===== src/cwc_pkg.sv =====
package cwc_pkg;
	// data and address widths of the control bus
	localparam int DATA_W = 8;
	localparam int ADDR_W = 5;
	// number of protected register pairs
	localparam int NUM_PROT = 3;
	// index of each protected register in the arrays
	localparam int IDX_TX = 0;
	localparam int IDX_RXA = 1;
	localparam int IDX_RXB = 2;
	// offsets of the live protected registers
	localparam logic [ADDR_W-1:0] ADDR_TX_STATE_REG = 5'h04;
	localparam logic [ADDR_W-1:0] ADDR_RX_COND_A_REG = 5'h09;
	localparam logic [ADDR_W-1:0] ADDR_RX_COND_B_REG = 5'h0a;
	// offsets of the snapshot registers
	localparam logic [ADDR_W-1:0] ADDR_TX_STATE_SNAPSHOT = 5'h1b;
	localparam logic [ADDR_W-1:0] ADDR_RX_COND_A_SNAPSHOT = 5'h1c;
	localparam logic [ADDR_W-1:0] ADDR_RX_COND_B_SNAPSHOT = 5'h1d;
	// offset tables, entry 0 is the transmit pair
	localparam logic [NUM_PROT-1:0][ADDR_W-1:0] LIVE_ADDRS =
		{ADDR_RX_COND_B_REG, ADDR_RX_COND_A_REG, ADDR_TX_STATE_REG};
	localparam logic [NUM_PROT-1:0][ADDR_W-1:0] SNAP_ADDRS =
		{ADDR_RX_COND_B_SNAPSHOT, ADDR_RX_COND_A_SNAPSHOT, ADDR_TX_STATE_SNAPSHOT};
	// reset values
	localparam logic [DATA_W-1:0] LIVE_RESET = 8'h00;
	localparam logic [DATA_W-1:0] SNAP_RESET = 8'h00;
	localparam logic [DATA_W-1:0] UNMAPPED_READ = 8'h00;
	// transmit state field positions
	localparam int TX_MODE_LSB = 0;
	localparam int TX_MODE_W = 3;
	localparam int INJ_CTRL_LSB = 3;
	localparam int INJ_CTRL_W = 2;
	localparam int SMOOTHER_ON_BIT = 5;
	localparam int REQUEST_PARITY_ON_BIT = 6;
	localparam int TX_RESERVED_BIT = 7;
	// receive condition A flag positions
	localparam int NO_SIGNAL_BIT = 0;
	localparam int QUIET_LINE_BIT = 1;
	localparam int HALT_LINE_BIT = 2;
	localparam int MASTER_LINE_BIT = 3;
	localparam int NOISE_LINE_BIT = 4;
	localparam int NOISE_LIMIT_BIT = 5;
	localparam int LINE_CHANGE_BIT = 6;
	localparam int UNKNOWN_INVALID_BIT = 7;
	// receive condition B flag positions
	localparam int IDLE_LINE_BIT = 0;
	localparam int DWELL_LIMIT_BIT = 1;
	localparam int ACTIVE_LINE_BIT = 2;
	localparam int UNKNOWN_VALID_BIT = 3;
	localparam int CASCADE_SYNC_EVENT_BIT = 4;
	localparam int ELASTIC_BUFFER_SLIP_BIT = 5;
	localparam int SUPER_IDLE_BIT = 6;
	localparam int RXB_RESERVED_BIT = 7;
	// one control bus access
	typedef struct packed {
		logic rd;
		logic wr;
		logic [ADDR_W-1:0] addr;
		logic [DATA_W-1:0] wdata;
	} cwc_bus_req_type;
	// one hardware update of a protected register
	typedef struct packed {
		logic [DATA_W-1:0] set;
		logic [DATA_W-1:0] clr;
	} cwc_hw_upd_type;
endpackage


===== src/cwc_bank.sv =====
`timescale 1ns/1ns
// How it works
// - transmit state read copies it into snapshot
// - transmit write keeps mismatched bits, flags inhibit
// - receive A read copies it into snapshot
// - receive A write keeps mismatched bits, flags inhibit
// - receive B read copies it into snapshot
// - receive B write keeps mismatched bits, flags inhibit
// - transmit snapshot bits mirror transmit fields one-for-one
// - receive A snapshot bits mirror A flags
// - receive B snapshot bits mirror B flags
module cwc_bank #(
	parameter int DATA_W = cwc_pkg::DATA_W
) (
	// clock, reset, enable
	input wire logic clk,
	input wire logic rst,
	input wire logic ce,
	// control bus access
	input wire cwc_pkg::cwc_bus_req_type cbReq,
	output logic [cwc_pkg::DATA_W-1:0] cbRdata,
	output logic cbRdValid,
	// hardware updates, index 0 transmit, 1 receive A, 2 receive B
	input wire cwc_pkg::cwc_hw_upd_type hwUpd [cwc_pkg::NUM_PROT],
	// live protected register contents
	output logic [cwc_pkg::NUM_PROT-1:0][cwc_pkg::DATA_W-1:0] liveOut,
	// pulse toward the interrupt condition register
	output logic condWriteBlockFlag
);
	import cwc_pkg::*;

	// the struct carriers fix the width
	initial begin
		if (DATA_W != cwc_pkg::DATA_W) begin
			$error("cwc_bank supports only the package data width");
		end
	end

	// live and snapshot storage
	logic [NUM_PROT-1:0][DATA_W-1:0] live;
	logic [NUM_PROT-1:0][DATA_W-1:0] snap;
	// per-register decode and compare results
	logic [NUM_PROT-1:0] liveRd;
	logic [NUM_PROT-1:0] liveWr;
	logic [NUM_PROT-1:0] snapRd;
	logic [NUM_PROT-1:0] snapWr;
	logic [NUM_PROT-1:0] blocked;
	logic [NUM_PROT-1:0][DATA_W-1:0] mismatch;
	logic [NUM_PROT-1:0][DATA_W-1:0] next_live;
	logic [NUM_PROT-1:0][DATA_W-1:0] next_snap;
	logic [NUM_PROT-1:0][DATA_W-1:0] rdTerm;
	// read mux result and any hit
	logic [DATA_W-1:0] next_rdata;
	logic anyHit;
	logic anyBlocked;

	genvar gi;
	generate
		for (gi = 0; gi < NUM_PROT; gi++) begin : g_prot
			// the bus decode for this pair
			assign liveRd[gi] = cbReq.rd & (cbReq.addr == LIVE_ADDRS[gi]);
			assign liveWr[gi] = cbReq.wr & (cbReq.addr == LIVE_ADDRS[gi]);
			assign snapRd[gi] = cbReq.rd & (cbReq.addr == SNAP_ADDRS[gi]);
			assign snapWr[gi] = cbReq.wr & (cbReq.addr == SNAP_ADDRS[gi]);
			// bits where live differs from the snapshot, by device or bus change since the last live read or snapshot write
			assign mismatch[gi] = live[gi] ^ snap[gi];
			// write lands only on matching bits
			wire [DATA_W-1:0] written = (live[gi] & mismatch[gi]) | (cbReq.wdata & ~mismatch[gi]);
			wire [DATA_W-1:0] afterWr = liveWr[gi] ? written : live[gi];
			// hardware set beats any clear, bus or hardware
			assign next_live[gi] = (afterWr & ~hwUpd[gi].clr) | hwUpd[gi].set;
			// read copies whole byte bit for bit
			assign next_snap[gi] = liveRd[gi] ? live[gi] : (snapWr[gi] ? cbReq.wdata : snap[gi]);
			// a write that meets a changed bit is inhibited
			assign blocked[gi] = liveWr[gi] & (|mismatch[gi]);
			// read data contribution
			assign rdTerm[gi] = ({DATA_W{liveRd[gi]}} & live[gi]) | ({DATA_W{snapRd[gi]}} & snap[gi]);

			// live and snapshot registers
			always_ff @(posedge clk or posedge rst) begin
				if (rst) begin
					live[gi] <= LIVE_RESET;
					snap[gi] <= SNAP_RESET;
				end else if (ce) begin
					live[gi] <= next_live[gi];
					snap[gi] <= next_snap[gi];
				end
			end

			// read captures the live value
			snap_capture_a: assert property (@(posedge clk) disable iff (rst)
				(ce && liveRd[gi]) |=> (snap[gi] == $past(live[gi])))
				else $error("snapshot did not capture live value on read");

			// mismatched bits never move by a bus write
			write_block_a: assert property (@(posedge clk) disable iff (rst)
				(ce && liveWr[gi] && hwUpd[gi].set == '0 && hwUpd[gi].clr == '0)
				|=> (((live[gi] ^ $past(live[gi])) & $past(mismatch[gi])) == '0))
				else $error("write changed a bit that differs from its snapshot");

			// matching bits take the written data
			match_take_a: assert property (@(posedge clk) disable iff (rst)
				(ce && liveWr[gi] && hwUpd[gi].set == '0 && hwUpd[gi].clr == '0)
				|=> ((live[gi] & ~$past(mismatch[gi])) ==
					($past(cbReq.wdata) & ~$past(mismatch[gi]))))
				else $error("matching bits did not take written value");

			// inhibited write raises the flag next cycle
			inhibit_raise_a: assert property (@(posedge clk) disable iff (rst)
				(ce && liveWr[gi] && mismatch[gi] != '0) |=> condWriteBlockFlag)
				else $error("inhibit flag missing after blocked write");

			// hardware set survives a same-cycle clearing write
			hw_set_wins_a: assert property (@(posedge clk) disable iff (rst)
				(ce && hwUpd[gi].set != '0) |=> ((live[gi] & $past(hwUpd[gi].set)) == $past(hwUpd[gi].set)))
				else $error("hardware set lost against a clear");

			// hardware clear empties its bits when no set competes
			hw_clr_wins_a: assert property (@(posedge clk) disable iff (rst)
				(ce && hwUpd[gi].clr != '0 && hwUpd[gi].set == '0)
				|=> ((live[gi] & $past(hwUpd[gi].clr)) == '0))
				else $error("hardware clear did not land");

			// live holds with no write and no update
			live_idle_a: assert property (@(posedge clk) disable iff (rst)
				(ce && !liveWr[gi] && hwUpd[gi].set == '0 && hwUpd[gi].clr == '0)
				|=> (live[gi] == $past(live[gi])))
				else $error("live register moved without cause");

			// clock enable low freezes the live register
			live_freeze_a: assert property (@(posedge clk) disable iff (rst)
				!ce
				|=> (live[gi] == $past(live[gi])))
				else $error("live register moved while frozen");

			// clock enable low freezes the snapshot
			snap_freeze_a: assert property (@(posedge clk) disable iff (rst)
				!ce
				|=> (snap[gi] == $past(snap[gi])))
				else $error("snapshot moved while frozen");

			// snapshot only moves on a live read or its own write
			snap_hold_a: assert property (@(posedge clk) disable iff (rst)
				(ce && !liveRd[gi] && !snapWr[gi])
				|=> (snap[gi] == $past(snap[gi])))
				else $error("snapshot moved without a read");

			// direct snapshot write lands whole
			snap_write_a: assert property (@(posedge clk) disable iff (rst)
				(ce && snapWr[gi] && !liveRd[gi])
				|=> (snap[gi] == $past(cbReq.wdata)))
				else $error("snapshot write did not land");

			// write with no changed bits lands whole
			clean_write_a: assert property (@(posedge clk) disable iff (rst)
				(ce && liveWr[gi] && mismatch[gi] == '0 && hwUpd[gi].set == '0 && hwUpd[gi].clr == '0)
				|=> (live[gi] == $past(cbReq.wdata)))
				else $error("clean write did not land whole");

			// live read returns the pre-edge live value
			live_rdata_a: assert property (@(posedge clk) disable iff (rst)
				(ce && liveRd[gi])
				|=> (cbRdata == $past(live[gi])))
				else $error("live read returned wrong data");

			// snapshot read returns the snapshot
			snap_rdata_a: assert property (@(posedge clk) disable iff (rst)
				(ce && snapRd[gi])
				|=> (cbRdata == $past(snap[gi])))
				else $error("snapshot read returned wrong data");

			// a read alone leaves the live value alone
			read_keeps_live_a: assert property (@(posedge clk) disable iff (rst)
				(ce && liveRd[gi] && !liveWr[gi] && hwUpd[gi].set == '0 && hwUpd[gi].clr == '0)
				|=> (live[gi] == $past(live[gi])))
				else $error("read disturbed live register");

			// blocked write raises the inhibit pulse
			blocked_flag_a: assert property (@(posedge clk) disable iff (rst)
				(ce && blocked[gi])
				|=> (condWriteBlockFlag == 1'b1))
				else $error("blocked write left flag low");
		end
	endgenerate

	// read mux, unmapped offsets read as zero
	always_comb begin
		next_rdata = UNMAPPED_READ;
		for (int i = 0; i < NUM_PROT; i++) begin
			next_rdata = next_rdata | rdTerm[i];
		end
	end
	assign anyHit = cbReq.rd;
	assign anyBlocked = |blocked;

	// registered read answer and inhibit pulse
	always_ff @(posedge clk or posedge rst) begin
		if (rst) begin
			cbRdata <= UNMAPPED_READ;
			cbRdValid <= 1'b0;
			condWriteBlockFlag <= 1'b0;
		end else if (ce) begin
			cbRdata <= anyHit ? next_rdata : UNMAPPED_READ;
			cbRdValid <= anyHit;
			condWriteBlockFlag <= anyBlocked;
		end
	end

	// live contents straight from the registers
	assign liveOut = live;

	// no flag without a blocked write
	no_false_inhibit_a: assert property (@(posedge clk) disable iff (rst)
		(ce && !anyBlocked) |=> !condWriteBlockFlag)
		else $error("inhibit flag raised without blocked write");

	// every read answers one cycle later
	read_answer_a: assert property (@(posedge clk) disable iff (rst)
		(ce && cbReq.rd) |=> cbRdValid)
		else $error("read not answered in one cycle");

	// smoother field lands in its snapshot bit
	tx_field_map_a: assert property (@(posedge clk) disable iff (rst)
		(ce && liveRd[IDX_TX]) |=> (snap[IDX_TX][SMOOTHER_ON_BIT] == $past(live[IDX_TX][SMOOTHER_ON_BIT])))
		else $error("transmit snapshot bit map broken");

	// line change flag lands in its snapshot bit
	rxa_flag_map_a: assert property (@(posedge clk) disable iff (rst)
		(ce && liveRd[IDX_RXA]) |=> (snap[IDX_RXA][LINE_CHANGE_BIT] == $past(live[IDX_RXA][LINE_CHANGE_BIT])))
		else $error("receive A snapshot bit map broken");

	// super idle flag lands in its snapshot bit
	rxb_flag_map_a: assert property (@(posedge clk) disable iff (rst)
		(ce && liveRd[IDX_RXB]) |=> (snap[IDX_RXB][SUPER_IDLE_BIT] == $past(live[IDX_RXB][SUPER_IDLE_BIT])))
		else $error("receive B snapshot bit map broken");

	// clock enable low freezes the read data
	rdata_freeze_a: assert property (@(posedge clk) disable iff (rst)
		!ce
		|=> (cbRdata == $past(cbRdata)))
		else $error("read data moved while frozen");

	// clock enable low freezes the read valid
	valid_freeze_a: assert property (@(posedge clk) disable iff (rst)
		!ce
		|=> (cbRdValid == $past(cbRdValid)))
		else $error("read valid moved while frozen");

	// clock enable low freezes the inhibit pulse
	flag_freeze_a: assert property (@(posedge clk) disable iff (rst)
		!ce
		|=> (condWriteBlockFlag == $past(condWriteBlockFlag)))
		else $error("inhibit flag moved while frozen");

	// no read, no answer
	no_read_quiet_a: assert property (@(posedge clk) disable iff (rst)
		(ce && !cbReq.rd)
		|=> (!cbRdValid && cbRdata == UNMAPPED_READ))
		else $error("answer without a read");

	// unmapped reads give the default value
	unmapped_read_a: assert property (@(posedge clk) disable iff (rst)
		(ce && cbReq.rd && liveRd == '0 && snapRd == '0)
		|=> (cbRdata == UNMAPPED_READ))
		else $error("unmapped read gave data");

	// no write, no inhibit pulse
	flag_needs_write_a: assert property (@(posedge clk) disable iff (rst)
		(ce && !cbReq.wr)
		|=> !condWriteBlockFlag)
		else $error("inhibit flag without a write");

	// transmit mode field lands in its snapshot bits
	tx_mode_map_a: assert property (@(posedge clk) disable iff (rst)
		(ce && liveRd[IDX_TX]) |=> (snap[IDX_TX][TX_MODE_LSB +: TX_MODE_W] ==
			$past(live[IDX_TX][TX_MODE_LSB +: TX_MODE_W])))
		else $error("transmit mode snapshot map broken");

	// injection control field lands in its snapshot bits
	inj_ctrl_map_a: assert property (@(posedge clk) disable iff (rst)
		(ce && liveRd[IDX_TX]) |=> (snap[IDX_TX][INJ_CTRL_LSB +: INJ_CTRL_W] ==
			$past(live[IDX_TX][INJ_CTRL_LSB +: INJ_CTRL_W])))
		else $error("injection control snapshot map broken");

	// request parity bit lands in its snapshot bit
	parity_map_a: assert property (@(posedge clk) disable iff (rst)
		(ce && liveRd[IDX_TX]) |=> (snap[IDX_TX][REQUEST_PARITY_ON_BIT] ==
			$past(live[IDX_TX][REQUEST_PARITY_ON_BIT])))
		else $error("request parity snapshot map broken");

	// transmit reserved bit lands in its snapshot bit
	tx_resv_map_a: assert property (@(posedge clk) disable iff (rst)
		(ce && liveRd[IDX_TX]) |=> (snap[IDX_TX][TX_RESERVED_BIT] ==
			$past(live[IDX_TX][TX_RESERVED_BIT])))
		else $error("transmit reserved snapshot map broken");

	// no signal flag lands in its snapshot bit
	rxa_nosig_map_a: assert property (@(posedge clk) disable iff (rst)
		(ce && liveRd[IDX_RXA]) |=> (snap[IDX_RXA][NO_SIGNAL_BIT] ==
			$past(live[IDX_RXA][NO_SIGNAL_BIT])))
		else $error("no signal snapshot map broken");

	// unknown invalid flag lands in its snapshot bit
	rxa_unknown_map_a: assert property (@(posedge clk) disable iff (rst)
		(ce && liveRd[IDX_RXA]) |=> (snap[IDX_RXA][UNKNOWN_INVALID_BIT] ==
			$past(live[IDX_RXA][UNKNOWN_INVALID_BIT])))
		else $error("unknown invalid snapshot map broken");

	// idle line flag lands in its snapshot bit
	rxb_idle_map_a: assert property (@(posedge clk) disable iff (rst)
		(ce && liveRd[IDX_RXB]) |=> (snap[IDX_RXB][IDLE_LINE_BIT] ==
			$past(live[IDX_RXB][IDLE_LINE_BIT])))
		else $error("idle line snapshot map broken");

	// receive B reserved bit lands in its snapshot bit
	rxb_resv_map_a: assert property (@(posedge clk) disable iff (rst)
		(ce && liveRd[IDX_RXB]) |=> (snap[IDX_RXB][RXB_RESERVED_BIT] ==
			$past(live[IDX_RXB][RXB_RESERVED_BIT])))
		else $error("receive B reserved snapshot map broken");
endmodule


===== config.mk =====
export PLATFORM = sky130hd
export DESIGN_NAME = cwc_bank
export DESIGN_NICKNAME = d
export VERILOG_FILES = /design/src/cwc_pkg.sv /design/src/cwc_bank.sv
export SDC_FILE = /design/constraint.sdc
export NUM_CORES = 1
export LEC_CHECK = 0
export ABC_CLOCK_PERIOD_IN_PS = 2400
export BUFFER_PORTS_ARGS = -buffer_cell sky130_fd_sc_hd__buf_2
export CORE_ASPECT_RATIO = 1.4
export CORE_MARGIN = 8
export CORE_UTILIZATION = 55
export CTS_BUF_LIST = sky130_fd_sc_hd__clkbuf_4
export CTS_CLUSTER_SIZE = 14
export DETAILED_ROUTE_END_ITERATION = 10
export GPL_ROUTABILITY_DRIVEN = 0
export PLACE_DENSITY = 0.79
export SLEW_MARGIN = 20
export SYNTH_ARGS = -nofsm -noshare
export SYNTH_HDL_FRONTEND = slang
export SYNTH_SLANG_ARGS = --single-unit

===== constraint.sdc =====
create_clock -name clk -period 2.4 [get_ports clk]
set_input_delay 0.48 -clock clk [delete_from_list [all_inputs] [get_ports clk]]
set_output_delay 0.48 -clock clk [all_outputs]
set_load 0.01 [all_outputs]

# Word-level counts from Yosys, hierarchy flattened
# Index checks and enable logic that the tools add are counted.
# totals
regBits	58
elab_cells	85
# classes
n_bitwise	50
n_eq_ne	6
n_reduce_logical	10
muxes	10
# op_table
op	count
$and A8 B8 Y8	15
$or A8 B8 Y8	11
$mux W8	10
$not A8 Y8	6
$reduce_or A8 Y1	3
$xor A8 B8 Y8	3
$and A1 B1 Y1	15
$eq A5 B5 Y1 const B	3
$eq A5 B4 Y1 const B	2
$reduce_and A2 Y1	3
$reduce_bool A2 Y1	3
$eq A5 B3 Y1 const B	1
$reduce_or A3 Y1	1

# Depth between registers and ports, before layout
# logic_depth
ltp_word	7
depth_mapped	8
depth_no_buf	5

# Worst setup path after synthesis
# Ideal clock, no wire load.
# synth_timing
path_kind	input-to-reg
start	input cbReq[10] (netlist name)
end	register snap[18] (netlist name)
arrival_ns	1.679
setup_slack_ns	0.640
cell_stages	8
required_time_ns	2.319
setup_ns	0.081
path_cell_list	buf_6 nand4bb_1 or2_1 buf_6 a21oi_4 buf_6 nor2_1 a31oi_2
# synth_via
elab_chain_len	4
# synth_rtl
item	line_no	text
from (decl)	cwc_bank.sv:20	input wire cwc_pkg::cwc_bus_req_type cbReq,
$eq A5 B4 Y1 / $eq A5 B5 Y1 (equally long branches)	cwc_bank.sv:61, cwc_bank.sv:64	
$and A1 B1 Y1 (on tied branches)	cwc_bank.sv:61, cwc_bank.sv:64	
$reduce_bool A2 Y1 (no line)	n/a	
$reduce_and A2 Y1 (no line)	n/a	
to (signal, indexed assignment)	cwc_bank.sv:86	snap[gi] <= next_snap[gi];
to (decl)	cwc_bank.sv:41	logic [NUM_PROT-1:0][DATA_W-1:0] snap;
# Parallel ways exist; a longest one is shown, timed or not.
# A chain may end at the register's enable or synchronous reset.

# Worst setup path in the final report
# layout_timing
start	input cbReq[11] (netlist name)
end	register snap[3] (netlist name)
# layout_via
elab_chain_len	4
# layout_rtl
item	line_no
$eq A5 B3 Y1 / $eq A5 B5 Y1 (equally long branches)	cwc_bank.sv:61, cwc_bank.sv:64
$and A1 B1 Y1 (on tied branches)	cwc_bank.sv:61, cwc_bank.sv:64
$reduce_bool A2 Y1 (no line)	n/a
$reduce_and A2 Y1 (no line)	n/a
# Parallel ways exist; a longest one is shown, timed or not.

==> metrics.md <==
| Metric | Value |
|---|---|
| Share of layout cells above drive strength 1 | `a little over a quarter` |
| Top_reg_cell synth | `dfrtp_1` |
| # IOs | `100` |
| Max clock buf depth | `2` |
| Skew-Pair Late Insertion Delay | `slightly above 400 ps` |
| Post-route ant nets | `0` |
| Measured slew at the worst slew-check pin | `slightly above 900 ps` |
| PortBufs | `~100` |
| Hold buffers post-CTS | `0` |
| Worst path slowest cell | `o21ai_1` |
| Post-CTS setup buffer count | `0` |
| Detailed Place HPWL | `a little under 9 mm` |
| Synth area leaders | `dfrtp_1 40%, o21ai_0 8.8%, nand2_1 7.8%, xnor2_1 5.8%, mux2i_1 4.4%` |
| Syn nets | `491` |
| CP arrival | `roughly 1900 ps` |
| DRT Wirelength | `between 10 and 15 mm` |
| DR vias/cell | `between 6 and 7` |
| Post-DR wirelength/cell | `18.74 um` |
| Post-synth top cells | `75 x nand2_1, 64 x o21ai_0, 58 x dfrtp_1` |
| Placement Cell Area | `0.004167 sq mm` |
| Via count | `about 3700` |
| Slowest cell delay on critical path | `730 ps` |
| Sequential area share after synthesis | `39.99%` |
| Worst setup SP type | `input port` |
| WHS | `just under 70 ps` |
| Largest net degree at the start of global routing | `40` |
| Initial Util | `a little under three fifths` |
| Area growth from synthesis to layout | `17.79%` |
| Remaining Overflow, GRT | `0` |
| Slew Viols, Final | `0` |
| Global-route wire length before repair | `~18 mm` |
| Die footprint | `roughly 0.0095 sq mm` |
| Setup TNS | `0 ps` |
| CORE AREA | `between 0.006 and 0.007 sq mm` |
| Die X | `~85 um` |
| Max IR drop VDD | `0.0004229 V` |
| Root Buffer | `clkbuf_4` |
| Worst r2r path cells | `4` |
| Layout Cells excl Fill | `598` |
| Kind of critical path | `input port to flip-flop` |
| Largest fanout on the critical path | `16` |
| Die Y | `approximately 110 um` |
| Row count | `35` |
| Final setup fails | `0` |
| Worst Hold Class | `input port to asynchronous set/reset pin` |
| Power Dens Cells | `roughly 600 mW/mm^2` |
| Detailed router's first-iteration violation count | `270` |
| Cell taking the most area after synthesis | `dfrtp_1` |
| Total GRT Usage | `about a quarter` |
| Post-synth EDFFs | `0` |
| Yosys reg bits | `58` |
| Synth top area share | `between 30% and 40%` |
| Lkg Pwr | `0.001917 uW` |
| Resize count post-CTS | `0` |
| Vias in the first global route | `between 3000 and 4000` |
| # diodes | `0` |
| Clk sinks | `58` |
| Distinct cells, synth | `35` |
| FF-to-FF End | `condWriteBlockFlag` |
| Cell Area, Synth | `between 0.003 and 0.004 sq mm` |
| CTS buffer count | `9` |
| H-tree depth | `3` |
| Count of final hold-check violations | `0` |
| Dpl cells | `582` |
| Critical Path RT | `2660 ps` |
| Reported max-cap violation count | `0` |
| Worst path buffer plus inverter count | `1` |
| Synth Instances | `425` |
| Final instance area | `between 0.004 and 0.005 sq mm` |
| Most common cell in the netlist | `nand2_1` |
| DRC viols | `0` |
| Worst Skew | `roughly 12 ps` |
| Maximum clock rate | `0.5935 GHz` |
| Status | `completed` |
| CP top delay family | `compound AO/OA/AOI/OAI gates` |
| Post-layout util | `roughly two thirds` |
| CTS tree | `built` |
| Minimum clock period | `1685 ps` |
| First-pass DRT Iterations | `5` |
| Antenna violations before repair | `1` |
| Asr flop ratio synth | `100.0%` |
| Crit path capture type | `flip-flop` |
| Reg2Reg Setup Slack | `a little over 900 ps` |
| Syn avg cell area | `8.541 sq um` |
| Worst-path clk slew | `approximately 100 ps` |
| Crit path cell chain | `buf_2 -> nor3_1 -> and4b_1 -> o21ai_1 -> o21ai_0` |
| Reg-to-Reg Start | `liveOut[18]` |
| Final net count | `585` |
| Period utilisation layout | `between 70% and 80%` |
| RSZ-0062 raised after global routing | `false` |
| Synthesis Warnings | `0` |
| Relative slew margins | `37.90%` |
-- layout make-up --
| class | instances | area (sq um) |
|---|---|---|
| Clock buffer | 12 | 90.09 |
| Timing Repair Buffer | 107 | 568.0 |
| Multi-Input combinational cell | 322 | 1976 |
| Inverter | 21 | 78.83 |
| Fill cell | 561 | 2206 |
| Sequential cell | 58 | 1451 |
| Clock inverter | 4 | 18.77 |
| Tap cell | 74 | 92.59 |
-- logic make-up after synthesis --
kind of cell    share of synthesized area (%)
compound gates                          22.58
mux                                     7.204
buf+inv                                 5.584
flops                                   39.99
xor+xnor                                5.791
simple gates                            16.93
fa+ha+maj                               1.930
-- placed cells by master, fill, tap and decap left out, drive strengths merged --
cell	instances
mux2i	16
a22oi	21
dfrtp	58
or3b	1
nor2	26
and4b	2
nand4bb	2
nand3	5
nand2	75
nand2b	4
a2111oi	9
nor3	3
nor3b	2
xnor2	24
nand4	12
mux2	9
a211oi	3
inv	21
or2	1
buf	107
a31oi	15
clkbuf	12
maj3	7
o21ai	69
nor4bb	1
a41oi	6
clkinv	4
a21oi	9
-- worst register-to-register path, delay by kind of cell (launching register included) --
family	cells	cell delay (ps)
AOI/OAI and AO/OA	2	480
xor gates and xnor gates	1	240
DFF	1	480
and+or+nand+nor	1	130
-- per-layer routing --
metal / global-route usage (%) / vias to the layer above / share of wire (%)
li1: - / 1718 / -
met1: 25.63 / 1749 / 36
met2: 42.80 / 186 / 53
met3: 5.921 / 42 / 6.7
met4: 13.60 / 2 / 4.3
met5: 0 / - / 0.12
-- registers in the layout, indices dropped and copies added, names as in the netlist --
signal,count
cbRdValid,1
cbRdata,8
condWriteBlockFlag,1
liveOut,24
snap,24
-- worst max path at each step --
| stage | startpoint | end | slack (ps) | cells past startpoint |
|---|---|---|---|---|
| after global placement | cbReq[12] | snap[19] | 410 | 6 |
| after detailed placement | cbReq[10] | snap[19] | 340 | 6 |
| after global routing | cbReq[11] | snap[3] | 530 | 5 |
| after CTS | liveOut[10] | liveOut[10] | 770 | 1 |
| after floorplan | rst | cbRdValid | 490 | 1 |
| final | cbReq[11] | snap[3] | 720 | 5 |
-- where the power goes --
part	total, uW	internal (uW)	switching (uW)
clock network	596	240	356
logic	629	302	327
registers	1360	1130	235
-- through the flow --
| stage | total power [uW] | worst slack [ps] |
|---|---|---|
| 6_report | 2584 | 715.1 |
| 5_1_grt | 2730 | 527.5 |
| 4_1_cts | 2597 | 773.1 |
| 3_5_place_dp | 2003 | 338.3 |
| 3_3_place_gp | 1968 | 413.2 |
| 2_1_floorplan | 1720 | 492.0 |
(Power assumes the default switching activity.)
